==> src/core/adcs_defines.svh <==
// Function
// - clearing start bit aborts running conversion
// - abort leaves result register unchanged
// - after abort wait two bit periods, reacquire
// - completion sets flag, clears start, stores result
// - one and a half overhead periods plus one per bit
// - bits after a too-short period are invalid
// - acquisition identical for any kept resolution
// - sleep operation only with RC clock
// - RC clock delays start one instruction cycle
// - sleep completion wakes if interrupt enabled
// - non-RC sleep aborts, powers down, bit stays
// - reset clears control, powers off, aborts
// - power-on reset leaves result uninitialised
// - writing C1 selects RC, powers on, channel 0
// - selects give 2, 8, 32 Tosc or RC
// - full conversion lasts 9.5 bit periods
// - capacitor disconnected 2 periods after completion
`ifndef ADCS_DEFINES_SVH
`define ADCS_DEFINES_SVH

`define ADCS_OFF_CTRL       2'h0
`define ADCS_OFF_RESULT     2'h1
`define ADCS_OFF_IRQEN      2'h2
`define ADCS_OFF_INVAL      2'h3

`define ADCS_BIT_CLK_HI     7
`define ADCS_BIT_CLK_LO     6
`define ADCS_BIT_CHAN_HI    5
`define ADCS_BIT_CHAN_LO    3
`define ADCS_BIT_START      2
`define ADCS_BIT_FLAG       1
`define ADCS_BIT_PWR        0
`define ADCS_BIT_IE         0
`define ADCS_BIT_GIE        1

`define ADCS_CTRL_RESET     8'h00
`define ADCS_IRQEN_RESET    2'h0
`define ADCS_CLKSEL_RC      2'h3

`define ADCS_TOSC_DIV_00    2
`define ADCS_TOSC_DIV_01    8
`define ADCS_TOSC_DIV_10    32
`define ADCS_HALF_DIV_00    5'h01
`define ADCS_HALF_DIV_01    5'h04
`define ADCS_HALF_DIV_10    5'h10

`define ADCS_CLK_NS         50
`define ADCS_INSTR_NS       200
`define ADCS_INSTR_CYCLES   ((`ADCS_INSTR_NS + `ADCS_CLK_NS - 1) / `ADCS_CLK_NS)
`define ADCS_PERIOD_MIN_NS  1600

`define ADCS_HALVES_OVH     5'h03
`define ADCS_HALVES_FIRST   5'h05
`define ADCS_HALVES_TOTAL   5'h13
`define ADCS_HALVES_HOLD    5'h04

`endif

==> src/core/adcs_pkg.sv <==
package adcs_pkg;

  typedef enum logic [2:0] {
    ST_OFF   = 3'b000,
    ST_ACQ   = 3'b001,
    ST_DELAY = 3'b010,
    ST_CONV  = 3'b011,
    ST_HOLD  = 3'b100
  } adcs_state_e;

  typedef struct packed {
    adcs_state_e state;
    logic [1:0]  clksel;
    logic [2:0]  chan;
    logic        start;
    logic        flag;
    logic        pwr;
    logic [7:0]  result;
    logic        ie;
    logic        global_irq_enable;
    logic [7:0]  inval;
    logic [7:0]  sar;
    logic [2:0]  bit_idx;
    logic [4:0]  hcnt;
    logic [4:0]  dcnt;
    logic [2:0]  dly;
    logic [7:0]  rdata;
    logic        irq;
    logic        wake;
  } adcs_st_s;

endpackage

==> src/core/adcs_sequencer.sv <==
`timescale 1ns/10ps
`include "adcs_defines.svh"

module adcs_sequencer #(
  parameter int PERIOD_MIN_NS = `ADCS_PERIOD_MIN_NS
) (
  input  wire logic       clk_sys,
  input  wire logic       nrst,
  input  wire logic [1:0] reg_addr,
  input  wire logic [7:0] reg_wdata,
  input  wire logic       reg_wr,
  input  wire logic       reg_rd,
  output logic      [7:0] reg_rdata,
  input  wire logic       cmp_in,
  input  wire logic       rc_half_tick,
  input  wire logic       sleep_active,
  output logic            adc_enable,
  output logic            sample_connect,
  output logic      [7:0] sar_trial,
  output logic      [2:0] channel_sel,
  output logic            irq_req,
  output logic            wake_req
);

  localparam logic [2:0] INSTR_LAST = 3'(`ADCS_INSTR_CYCLES - 1);

  adcs_pkg::adcs_st_s st_reg;
  adcs_pkg::adcs_st_s st_next;

  logic       wr_ctrl;
  logic       half_tick;
  logic [4:0] half_div;
  logic       sleep_kill;
  logic       abort_sw;
  logic       short_period;
  logic [4:0] hcnt_inc;
  logic [7:0] bit_mask;
  logic       deciding;
  logic       completing;
  logic [7:0] sar_decided;

  ////////////////////////////////////////////////////////////////////////////
  // decode and timing helpers

  assign wr_ctrl  = reg_wr && (reg_addr == `ADCS_OFF_CTRL);
  assign hcnt_inc = st_reg.hcnt + 5'h01;
  assign bit_mask = 8'h01 << st_reg.bit_idx;

  always_comb
  begin
    unique case (st_reg.clksel)
      2'h0:    half_div = `ADCS_HALF_DIV_00;
      2'h1:    half_div = `ADCS_HALF_DIV_01;
      2'h2:    half_div = `ADCS_HALF_DIV_10;
      2'h3:    half_div = `ADCS_HALF_DIV_10;
    endcase
  end

  // rc clock counted as ticks from the oscillator cell, not a second domain
  assign half_tick = (st_reg.clksel == `ADCS_CLKSEL_RC) ? rc_half_tick :
                     (st_reg.dcnt == half_div - 5'h01);

  // rc assumed always long enough; only oscillator selects can be too fast
  always_comb
  begin
    unique case (st_reg.clksel)
      2'h0:    short_period = (`ADCS_TOSC_DIV_00 * `ADCS_CLK_NS) < PERIOD_MIN_NS;
      2'h1:    short_period = (`ADCS_TOSC_DIV_01 * `ADCS_CLK_NS) < PERIOD_MIN_NS;
      2'h2:    short_period = (`ADCS_TOSC_DIV_10 * `ADCS_CLK_NS) < PERIOD_MIN_NS;
      2'h3:    short_period = 1'b0;
    endcase
  end

  assign sleep_kill = sleep_active && (st_reg.clksel != `ADCS_CLKSEL_RC);
  assign abort_sw   = wr_ctrl && !reg_wdata[`ADCS_BIT_START] &&
                      ((st_reg.state == adcs_pkg::ST_CONV) ||
                       (st_reg.state == adcs_pkg::ST_DELAY));

  // a bit is decided at the end of its own full bit period
  assign deciding    = (st_reg.state == adcs_pkg::ST_CONV) && half_tick &&
                       (hcnt_inc >= `ADCS_HALVES_FIRST) && hcnt_inc[0];
  assign completing  = deciding && (st_reg.bit_idx == 3'h0);
  assign sar_decided = cmp_in ? (st_reg.sar | bit_mask) : st_reg.sar;

  ////////////////////////////////////////////////////////////////////////////
  // next state

  always_comb
  begin
    st_next      = st_reg;
    st_next.wake = 1'b0;
    st_next.dcnt = (half_tick || (st_reg.clksel == `ADCS_CLKSEL_RC)) ?
                   5'h00 : st_reg.dcnt + 5'h01;

    if (wr_ctrl)
    begin
      st_next.clksel = reg_wdata[`ADCS_BIT_CLK_HI:`ADCS_BIT_CLK_LO];
      st_next.chan   = reg_wdata[`ADCS_BIT_CHAN_HI:`ADCS_BIT_CHAN_LO];
      st_next.pwr    = reg_wdata[`ADCS_BIT_PWR];
      st_next.flag   = reg_wdata[`ADCS_BIT_FLAG];
      // a start in the same write that powers up is not honoured
      st_next.start  = reg_wdata[`ADCS_BIT_START] && st_reg.pwr;
    end
    if (reg_wr && (reg_addr == `ADCS_OFF_RESULT))
      st_next.result = reg_wdata;
    if (reg_wr && (reg_addr == `ADCS_OFF_IRQEN))
    begin
      st_next.ie  = reg_wdata[`ADCS_BIT_IE];
      st_next.global_irq_enable = reg_wdata[`ADCS_BIT_GIE];
    end

    unique case (st_reg.state)
      adcs_pkg::ST_OFF:
      begin
        if (st_reg.pwr && !sleep_kill)
          st_next.state = adcs_pkg::ST_ACQ;
      end
      adcs_pkg::ST_ACQ:
      begin
        // acquisition has no notion of kept resolution
        if (st_reg.start)
        begin
          st_next.sar     = 8'h00;
          st_next.inval   = 8'h00;
          st_next.bit_idx = 3'h7;
          st_next.hcnt    = 5'h00;
          st_next.dly     = 3'h0;
          st_next.state   = (st_reg.clksel == `ADCS_CLKSEL_RC) ?
                            adcs_pkg::ST_DELAY : adcs_pkg::ST_CONV;
        end
      end
      adcs_pkg::ST_DELAY:
      begin
        st_next.dly = st_reg.dly + 3'h1;
        if (st_reg.dly == INSTR_LAST)
          st_next.state = adcs_pkg::ST_CONV;
      end
      adcs_pkg::ST_CONV:
      begin
        if (half_tick)
          st_next.hcnt = hcnt_inc;
        if (deciding)
        begin
          st_next.sar                  = sar_decided;
          st_next.inval[st_reg.bit_idx] = short_period;
          st_next.bit_idx              = st_reg.bit_idx - 3'h1;
        end
        if (completing)
        begin
          st_next.result = sar_decided;
          st_next.flag   = 1'b1;
          st_next.start  = 1'b0;
          st_next.wake   = sleep_active && st_reg.ie;
          st_next.hcnt   = 5'h00;
          st_next.state  = adcs_pkg::ST_HOLD;
        end
      end
      adcs_pkg::ST_HOLD:
      begin
        // holding capacitor stays off the input for the whole wait
        if (half_tick)
          st_next.hcnt = hcnt_inc;
        if (half_tick && (hcnt_inc == `ADCS_HALVES_HOLD))
          st_next.state = adcs_pkg::ST_ACQ;
      end
      default:
        st_next.state = adcs_pkg::ST_OFF;
    endcase

    // abort keeps result and flag as software left them
    if (abort_sw && !completing)
    begin
      st_next.hcnt  = 5'h00;
      st_next.state = adcs_pkg::ST_HOLD;
    end
    if (sleep_kill || (wr_ctrl && !reg_wdata[`ADCS_BIT_PWR]) || !st_reg.pwr)
    begin
      st_next.start = 1'b0;
      st_next.state = adcs_pkg::ST_OFF;
    end

    st_next.irq = st_next.flag && st_next.ie && st_next.global_irq_enable;

    st_next.rdata = 8'h00;
    if (reg_rd)
    begin
      unique case (reg_addr)
        `ADCS_OFF_CTRL:   st_next.rdata = {st_reg.clksel, st_reg.chan, st_reg.start,
                                           st_reg.flag, st_reg.pwr};
        `ADCS_OFF_RESULT: st_next.rdata = st_reg.result;
        `ADCS_OFF_IRQEN:  st_next.rdata = {6'h00, st_reg.global_irq_enable, st_reg.ie};
        `ADCS_OFF_INVAL:  st_next.rdata = st_reg.inval;
      endcase
    end

    if (!nrst)
    begin
      st_next        = '0;
      st_next.state  = adcs_pkg::ST_OFF;
      {st_next.clksel, st_next.chan, st_next.start, st_next.flag, st_next.pwr} =
        `ADCS_CTRL_RESET;
      {st_next.global_irq_enable, st_next.ie} = `ADCS_IRQEN_RESET;
      // result survives every reset and is never initialised
      st_next.result = st_reg.result;
    end
  end

  always_ff @(posedge clk_sys)
  begin
    st_reg <= st_next;
  end

  ////////////////////////////////////////////////////////////////////////////
  // outputs

  assign reg_rdata      = st_reg.rdata;
  assign adc_enable     = (st_reg.state != adcs_pkg::ST_OFF);
  assign sample_connect = (st_reg.state == adcs_pkg::ST_ACQ);
  assign sar_trial      = ((st_reg.state == adcs_pkg::ST_CONV) &&
                           (st_reg.hcnt >= `ADCS_HALVES_OVH)) ?
                          (st_reg.sar | bit_mask) : st_reg.sar;
  assign channel_sel    = st_reg.chan;
  assign irq_req        = st_reg.irq;
  assign wake_req       = st_reg.wake;
endmodule // adcs_sequencer

==> config.mk <==
export PLATFORM = sky130hd
export DESIGN_NAME = adcs_sequencer
export DESIGN_NICKNAME = d
export VERILOG_FILES = /design/src/core/adcs_pkg.sv /design/src/core/adcs_sequencer.sv
export VERILOG_INCLUDE_DIRS = /design/src /design/src/core
export SDC_FILE = /design/constraint.sdc
export NUM_CORES = 1
export LEC_CHECK = 0
export BUFFER_PORTS_ARGS = -buffer_cell sky130_fd_sc_hd__buf_4
export CAP_MARGIN = 40
export CORE_ASPECT_RATIO = 1.2
export CORE_MARGIN = 2
export CORE_UTILIZATION = 53
export CTS_CLUSTER_DIAMETER = 120
export DETAILED_ROUTE_END_ITERATION = 7
export PLACE_DENSITY = 0.79
export SYNTH_ARGS = -nofsm -noshare
export SYNTH_HDL_FRONTEND = slang
export SYNTH_SLANG_ARGS = --single-unit
==> constraint.sdc <==
create_clock -name clk_sys -period 1.87 [get_ports clk_sys]
set_input_delay 0.2805 -clock clk_sys [delete_from_list [all_inputs] [get_ports clk_sys]]
set_output_delay 0.2805 -clock clk_sys [all_outputs]
set_load 0.01 [all_outputs]
==> impl_summary.md, run 1 <==
Global route
The first-pass GRT wire length is 16300 um. The number of antenna violations at the first check in global routing is 0. The via count of the first global-routing pass is about 3300. Entering global routing, the biggest net connects 16 pins. Summed over all layers, the global routing overflow is 0. For this run, the total global-route usage over all layers was measured as 0.294.

Yosys
The share of flip-flops with an asynchronous set or reset is 0. The mean instance size in the synthesized netlist is 9.10 sq um. The share of synthesized area occupied by flip-flops and latches is 0.389. The post-synthesis cell type count is 60. The cell taking the most area after synthesis is sky130_fd_sc_hd__dfxtp_1. The share of synthesized area in the top cell type comes to 0.319. The number of synthesized flops with an enable pin is 8. In the synthesized netlist, the number of instances is 379. The count of warnings emitted by yosys is 0. The library cell with the highest instance count after synthesis is sky130_fd_sc_hd__dfxtp_1.

Synthesis produced a netlist with a net count of 406. By area the synthesized netlist is led by sky130_fd_sc_hd__dfxtp_1 32%, sky130_fd_sc_hd__edfxtp_1 7.0%, sky130_fd_sc_hd__mux2i_1 4.9%. In the synthesized netlist, the cells that appear most often are 55 x sky130_fd_sc_hd__dfxtp_1, 37 x sky130_fd_sc_hd__nor2_1, 31 x sky130_fd_sc_hd__nand2_1. Counting flops and latches in the post-synthesis netlist gives 63. For this run, the leading register cell type out of synthesis is sky130_fd_sc_hd__dfxtp_1. The mapped cell area is ~0.0034 sq mm.

Floorplanning
The floorplan step defined a core boundary enclosing 0.00637 sq mm. The number of standard-cell rows in the floorplan is 32. The overall die width is between 70 and 80 um. The overall die area is around 0.0072 sq mm.

In this run the vertical extent of the chip is 92.3 um. The top-level I/O count is 40. The initial utilization of the core area, before any placement, comes to 0.541.

Cells and area
The register with the most flip-flops in the layout has 50 of them. The multi-input combinational cells in the finished layout cover a total of about 0.0023 sq mm. The growth of design area from synthesis to finish is 37.5%. The count of nets after finishing is ~480. After routing the design area is 0.00474 sq mm. The footprint of the flip-flops and latches is 0.00135 sq mm. In the final layout, the share of cells above drive strength 1 is 0.405. The count of fill cells added during filler insertion is 405.

The antenna diode count is 0.

Worst hold path
Along the worst hold path, the cell count comes to 3. The path category of the worst min-delay check is input pin to flop. The sink of the worst hold path is channel_sel[1]. In this run the most critical hold path is launched from reg_wdata[4].

Pwr
The total chip power is a little under 0.003 W. The power density over the cells is 630 mW/mm^2. Across the VDD grid, the largest voltage drop is 439 uV. The leakage component of the power is 1.94 nW.

Route
The via count is 3443. The detail route stage leaves a number of antenna-violating nets equal to 0. The number of iterations in the first detailed-routing pass is 5.

The post-route DRC violation count is 0. The detailed router finished its first iteration with 308 violations. The total wire length after detailed routing is ~11000 um.

Dividing the detail-routed via count by the number of cells gives 6.35. Dividing the detail-routed wire length by the instance count gives 20.3 um.

Placement
The number of buffer cells added on primary ports is 39. In this run the cell area measured after placement is 0.00401 sq mm. The last weighted congestion value of the routability-driven placer is approximately 0.9. The HPWL after detailed placement is 6430 um.

Clocking
TritonCTS built the clock tree. Clock-pin slew was measured on the worst setup and hold paths at roughly 0.090 ns. TritonCTS created 9 clock buffers. The tree is rooted in a sky130_fd_sc_hd__clkbuf_8. After clock tree synthesis, the flow added hold-fix buffers numbering 0. The number of buffers on the longest clock path is 2. CTS built an H-tree with a depth of 3. The latest clock arrival within the worst-skew pair is 0.36 ns. For this design, the sink count on the clock tree is 63.

Timing
The final count of pins violating max slew is 0. The hold violation total from the final report is 0. For the pin with the worst max-slew slack, the measured transition is 0.854 ns. The highest clock frequency the design can meet is ~500 MHz.

The post-route minimum period is between 2 and 2.5 ns. Setup repair after global routing could not meet its margin everywhere. The worst clock skew on the final layout is 0.0156 ns. After layout, the worst setup slack is -0.177 ns. Setup violations remaining at the end of the flow were counted as 43.

The share of the clock period used by the worst path after layout is 1.09. Measured against its own limit, the worst slew margin works out to 0.429.

Outcome
The final reports fail on setup timing. The flow ran to the end, but the final reports show violations.

Setup path
Along the worst path, the maximum fanout reaches 5. The path depth of the worst reg2reg path is 6. The worst endpoint data arrival time is 2.28 ns. The source of the critical timing path is st_reg[58]. The critical setup path kind is flop to flop.

The worst setup path is launched from a flop. The setup check on the worst reg-to-reg path leaves a slack of -0.18 ns. The critical path endpoint category is a flop.

For the worst setup path, the data required time is 2.10 ns. The endpoint identified for the worst register-to-register timing path is st_reg[22]. In this run the critical register-to-register path is launched from st_reg[58].

Run
The max capacitance violation total is 0.
==> power breakdown <==
group	internal (W)	switching, W	total [W]	leakage [nW]
registers	0.00140	0.0000185	0.00141	0.526
logic	0.000126	0.000154	0.000280	1.31
clock network	0.000659	0.000631	0.00129	0.107
==> cells by family after synthesis <==
| family | after synthesis | share of synthesized area |
|---|---|---|
| compound gates | 98 | 0.212 |
| xor+xnor | 7 | 0.0178 |
| fa+ha+maj | 10 | 0.0363 |
| buf+inv | 43 | 0.0737 |
| flops | 63 | 0.389 |
| mux | 20 | 0.0657 |
| simple gates | 138 | 0.206 |
==> per-stage QoR <==
step / setup TNS [ns] / hold slack, ns / utilization / instances / setup WS, ns
after CTS: -3.13 / 0.171 / 0.706 / 538 / -0.173
after floorplan: -0.380 / 0.393 / - / 379 / -0.103
final: -4.34 / 0.169 / 0.744 / 542 / -0.177
after global routing: -6.83 / 0.174 / 0.744 / 542 / -0.257
after detailed placement: -2.26 / 0.470 / 0.630 / 516 / -0.169
after global placement: -0.629 / 0.459 / 0.630 / 516 / -0.0535
==> cells in the final DEF (no fill, tap or decap), drive strengths merged, types with 4 or more instances in the layout <==
master	synthesis	layout
inv	12	15
ha	10	10
nand3b	4	4
or3	4	4
nor2	37	37
nand2	31	31
buf	22	91
a31o	8	8
xor2	4	4
mux2i	17	17
o21ai	13	13
nor3	12	12
edfxtp	8	8
dfxtp	55	55
a211oi	10	10
o211ai	4	4
nand3	10	10
and2	4	4
and3	9	9
a31oi	12	12
nand4	4	4
nor2b	4	4
clkbuf	9	11
a21o	8	8
a21oi	27	27
==> cell type report <==
class,instances,share of cell area
clock buffers,11,0.0367
clock inverters,5,0.00898
inverters,12,0.00950
multi-input cells,275,0.475
flip-flops and latches,63,0.285
well taps,85,0.0224
repair buffers,91,0.162
==> routing by layer <==
metal | wire length [um] | vias to the layer above | GRT usage
met5 | 0 | - | 0
met4 | 586 | 0 | 0.155
li1 | - | 1521 | -
met2 | 5310 | 244 | 0.483
met1 | 4260 | 1617 | 0.356
met3 | 841 | 61 | 0.0702
==> worst max-delay path, stage by stage, from the launching register on <==
cell                        delay (ns)
sky130_fd_sc_hd__dfxtp_2          0.35
sky130_fd_sc_hd__or4_4            0.54
sky130_fd_sc_hd__o22ai_4          0.24
sky130_fd_sc_hd__o2111ai_4        0.20
sky130_fd_sc_hd__buf_6            0.17
sky130_fd_sc_hd__a211oi_4         0.34
sky130_fd_sc_hd__nor3_1           0.08
==> timing repair <==
action                                  CTS  global route
cloned                                    3             0
endpoints found under the setup margin   43            46
gates resized for setup                  52            38
setup buffers                             4             4
pin swaps                                41            23
==> worst max path at each step <==
stage                     cells after the start      endpoint
after floorplan                               8    st_reg[48]
final                                         6    st_reg[22]
after CTS                                     6  sar_trial[4]
after global placement                        8    st_reg[18]
after detailed placement                      6    st_reg[37]
after global routing                          6       irq_req
No activity file was read; power rests on OpenSTA's default activity.
==> run 2, diff against run 1 <==
==> constraint.sdc (replaced) <==
create_clock -name clk_sys -period 1.87 [get_ports clk_sys]
set_input_delay 0.2805 -clock clk_sys [delete_from_list [all_inputs] [get_ports clk_sys]]
set_output_delay 0.2805 -clock clk_sys [all_outputs]
set_load 0.02 [all_outputs]
==> run 2 against run 1 <==
  * The run still ends with setup timing left
  * Global-route usage shrank 0.74 points
  * Register-to-register slack is essentially flat
  * Sequential power is essentially flat
  * Count of clock-buffer cells in the layout shrank 1
  * Power shrank 3.3%
  * Combinational power shrank 1%
  * Final cell count grew 0.37%
  * Sequential share of layout area grew 0.92 points
==> impl_summary.md, run 2 (synthesis results as in run 1) <==
Outcome
The flow ran to the end, but the final reports show violations. The final reports fail on setup timing.

Timing
The worst clock skew on the final layout is 0.0176 ns (+0.00199 ns). The worst setup slack after layout is -0.190 ns (-0.0131 ns). The final number of setup-violating endpoints is 44 (+2.3%). The share of the clock period used by the worst path after layout was 1.10 (+0.00699). The max-slew headroom at the worst pin is 0.636 (+0.206).

The post-route minimum period is 2.06 ns (+0.0131 ns). The post-route worst hold slack is 0.177 ns (+0.00778 ns). The highest clock frequency the design can meet is 485 MHz (-0.63%).

The accumulated negative setup slack was -3.83 ns (+0.510 ns). The hold violation total from the final report is 0 (unchanged). Setup repair after global routing could not meet its margin everywhere. The final count of pins violating max slew is 0 (unchanged). The transition time of the tightest slew-check pin is 0.545 ns (-0.309 ns).

Floorplanning
The overall die width was 77.6 um (unchanged). The core box area is 0.00637 sq mm (unchanged). The overall die area is 0.00717 sq mm (unchanged). The chip height is 92.3 um (unchanged). The number of standard-cell rows in the floorplan was 32 (unchanged).

The starting density of the core was 0.541 (unchanged). The top-level I/O count is 40 (unchanged).

Run
The max capacitance violation total is 0 (unchanged).

Route
The total wire length after detailed routing is 10300 um (-6.4%). The number of vias per cell is 6.14 (-3.3%). The post-route DRC violation count is 0 (unchanged). The number of DRC markers in iteration 0 came to 291 (-5.5%). The via count is 3341 (-3.0%).

The number of antenna-violating nets in the routed design is 0 (unchanged). The routed wire length per instance is 18.9 um (-6.7%). The number of iterations in the first detailed-routing pass is 5 (unchanged).

Setup path
The delay of the slowest cell on the worst path is 0.55 ns (about the same). The sum of buffers and inverters on the critical path was 1 (unchanged). The signal on the critical path passes through or4_4, o22ai_4, buf_6, o2111a_2, nor2_1, a21oi_2. The slowest stage of the critical path is the sky130_fd_sc_hd__or4_4 cell. The worst endpoint data arrival time was 2.27 ns (about the same). The worst setup path is captured at a flop.

The endpoint required time on the critical path is 2.08 ns (-0.02 ns). The nature of the critical path startpoint is a flop. The maximum net fanout on the critical path is 6 (+1). On the critical path the largest part of the delay comes from compound AO/OA/AOI/OAI gates. The critical setup path kind is flop to flop.

Cells and area
The post-layout instance count excluding filler cells is 544 (+0.37%). The number of flip-flops under the largest register name came to 50 (unchanged). The share of the core filled with cells in the final layout is 0.722 (-0.0226).

The count of fill cells added during filler insertion is 436 (+7.7%). The antenna diode count is 0 (unchanged). The footprint of the flip-flops and latches is 0.00135 sq mm (about the same). From synthesis to final layout, the design area changed by 33.3%.

In the layout the commonest cells are 71 x sky130_fd_sc_hd__buf_4, 48 x sky130_fd_sc_hd__dfxtp_1, 35 x sky130_fd_sc_hd__nor2_1, 30 x sky130_fd_sc_hd__nand2_1, 24 x sky130_fd_sc_hd__a21oi_1. The combined area of the multi-input logic cells is 0.00210 sq mm (-6.6%). The share of layout cells above drive strength 1 is 0.368 (-0.0366).

Leaving out fill and tap cells, the most frequent cell in the layout is sky130_fd_sc_hd__buf_4. The count of nets after finishing is 481 (+0.42%).

Placement
The number of buffer cells added on primary ports is 39 (unchanged). The number of placed instances, taps included is 515 (-0.19%). The final HPWL from detailed placement is 6360 um (-1.1%). The last weighted congestion value of the routability-driven placer is 0.884 (-0.37%).

Clocking
The number of hold buffers added after cts was 0 (unchanged). The CTS buffer count is 9 (unchanged). The count of clock tree sinks came to 63 (unchanged). The latest clock arrival within the worst-skew pair is 0.37 ns (about the same). The count of H-tree levels built during CTS is 3 (unchanged).

The clock-pin slew on the worst setup and hold paths came to 0.08 ns (about the same). TritonCTS built the clock tree. The number of buffers on the longest clock path is 2 (unchanged).

The root buffer cell is sky130_fd_sc_hd__clkbuf_8.

Global route
The via count of the first global-routing pass came to 3187 (-2.5%). The number of antenna violations at the first check in global routing is 0 (unchanged). The first-pass GRT wire length is 16000 um (-1.5%).

The overall fraction of global-route tracks in use came to 0.287 (-0.00744). The pin count of the biggest net entering global routing came to 16 (unchanged). The aggregate global routing overflow is 0 (unchanged).

Worst hold path
The path class of the tightest hold or removal check is input pin to flop.

Pwr
The cell-internal power is 0.00210 W (-4.0%). The combinational power share is 0.096 (+0.002). The proportion of power drawn by the clock network is 0.416 (-0.016). The net switching component of the power is 0.000791 W (-1.5%). The maximum VDD drop is 367 uV (-16%). The share of total power in sequential cells is 0.489 (+0.015).

The leakage component of the power was 1.93 nW (-0.64%). The total chip power came to 0.00289 W (-3.3%). The power density over the cells was 628 mW/mm^2 (-0.27%).

The switching share of power is 0.274 (+0.00493).
## run 2: area by class of cell
type                            instances  area share
Clock inverter                          6      0.0109
Tap cell                               85      0.0231
Timing Repair Buffer                   93       0.172
Clock buffer                           10      0.0324
Sequential cell                        63       0.294
Inverter                               12     0.00980
Multi-Input combinational cell        275       0.458
## run 2: path summary, 6_finish.rpt
kind                  start             end  slack, ns  cells after the start
max              st_reg[58]      st_reg[50]      -0.19                      6
min            reg_wdata[5]  channel_sel[2]       0.18                      3
max reg2reg      st_reg[58]      st_reg[50]      -0.19                      6
min reg2reg  channel_sel[1]  channel_sel[1]       0.49                      2
## run 2: through the flow
step / setup WS [ns] / cell area [sq um]
2_1_floorplan: -0.103 / 3480
3_3_place_gp: -0.0602 / 4000
3_5_place_dp: -0.141 / 4000
4_1_cts: -0.190 / 4460
5_1_grt: -0.236 / 4600
6_report: -0.190 / 4600
## run 2: what timing repair did
item | CTS | global route
setup buffers | 7 | 5
pin swaps | 37 | 17
cloned | 3 | 0
gates resized for setup | 49 | 24
setup endpoints to repair | 42 | 45
## run 2: tightest hold or removal path: cells and delay by family
| family | cells | cell delay [ns] |
|---|---|---|
| and+or+nand+nor | 1 | 0.05 |
| buffers and inverters | 1 | 0.12 |
| AOI/OAI and AO/OA | 1 | 0.05 |
## run 2: power groups by stage
stage          clock network (W)  registers (W)  logic [W]
2_1_floorplan                  0        0.00144   0.000139
3_3_place_gp                   0        0.00144   0.000228
3_5_place_dp                   0        0.00144   0.000233
4_1_cts                  0.00118        0.00141   0.000258
5_1_grt                  0.00125        0.00141   0.000294
6_report                 0.00120        0.00141   0.000276
## run 2: layer usage
layer / GRT usage / vias up / wire (um)
li1: - / 1534 / -
met1: 0.348 / 1581 / 4160
met2: 0.488 / 181 / 5010
met3: 0.0478 / 45 / 664
met4: 0.144 / 0 / 466
met5: 0 / - / 0
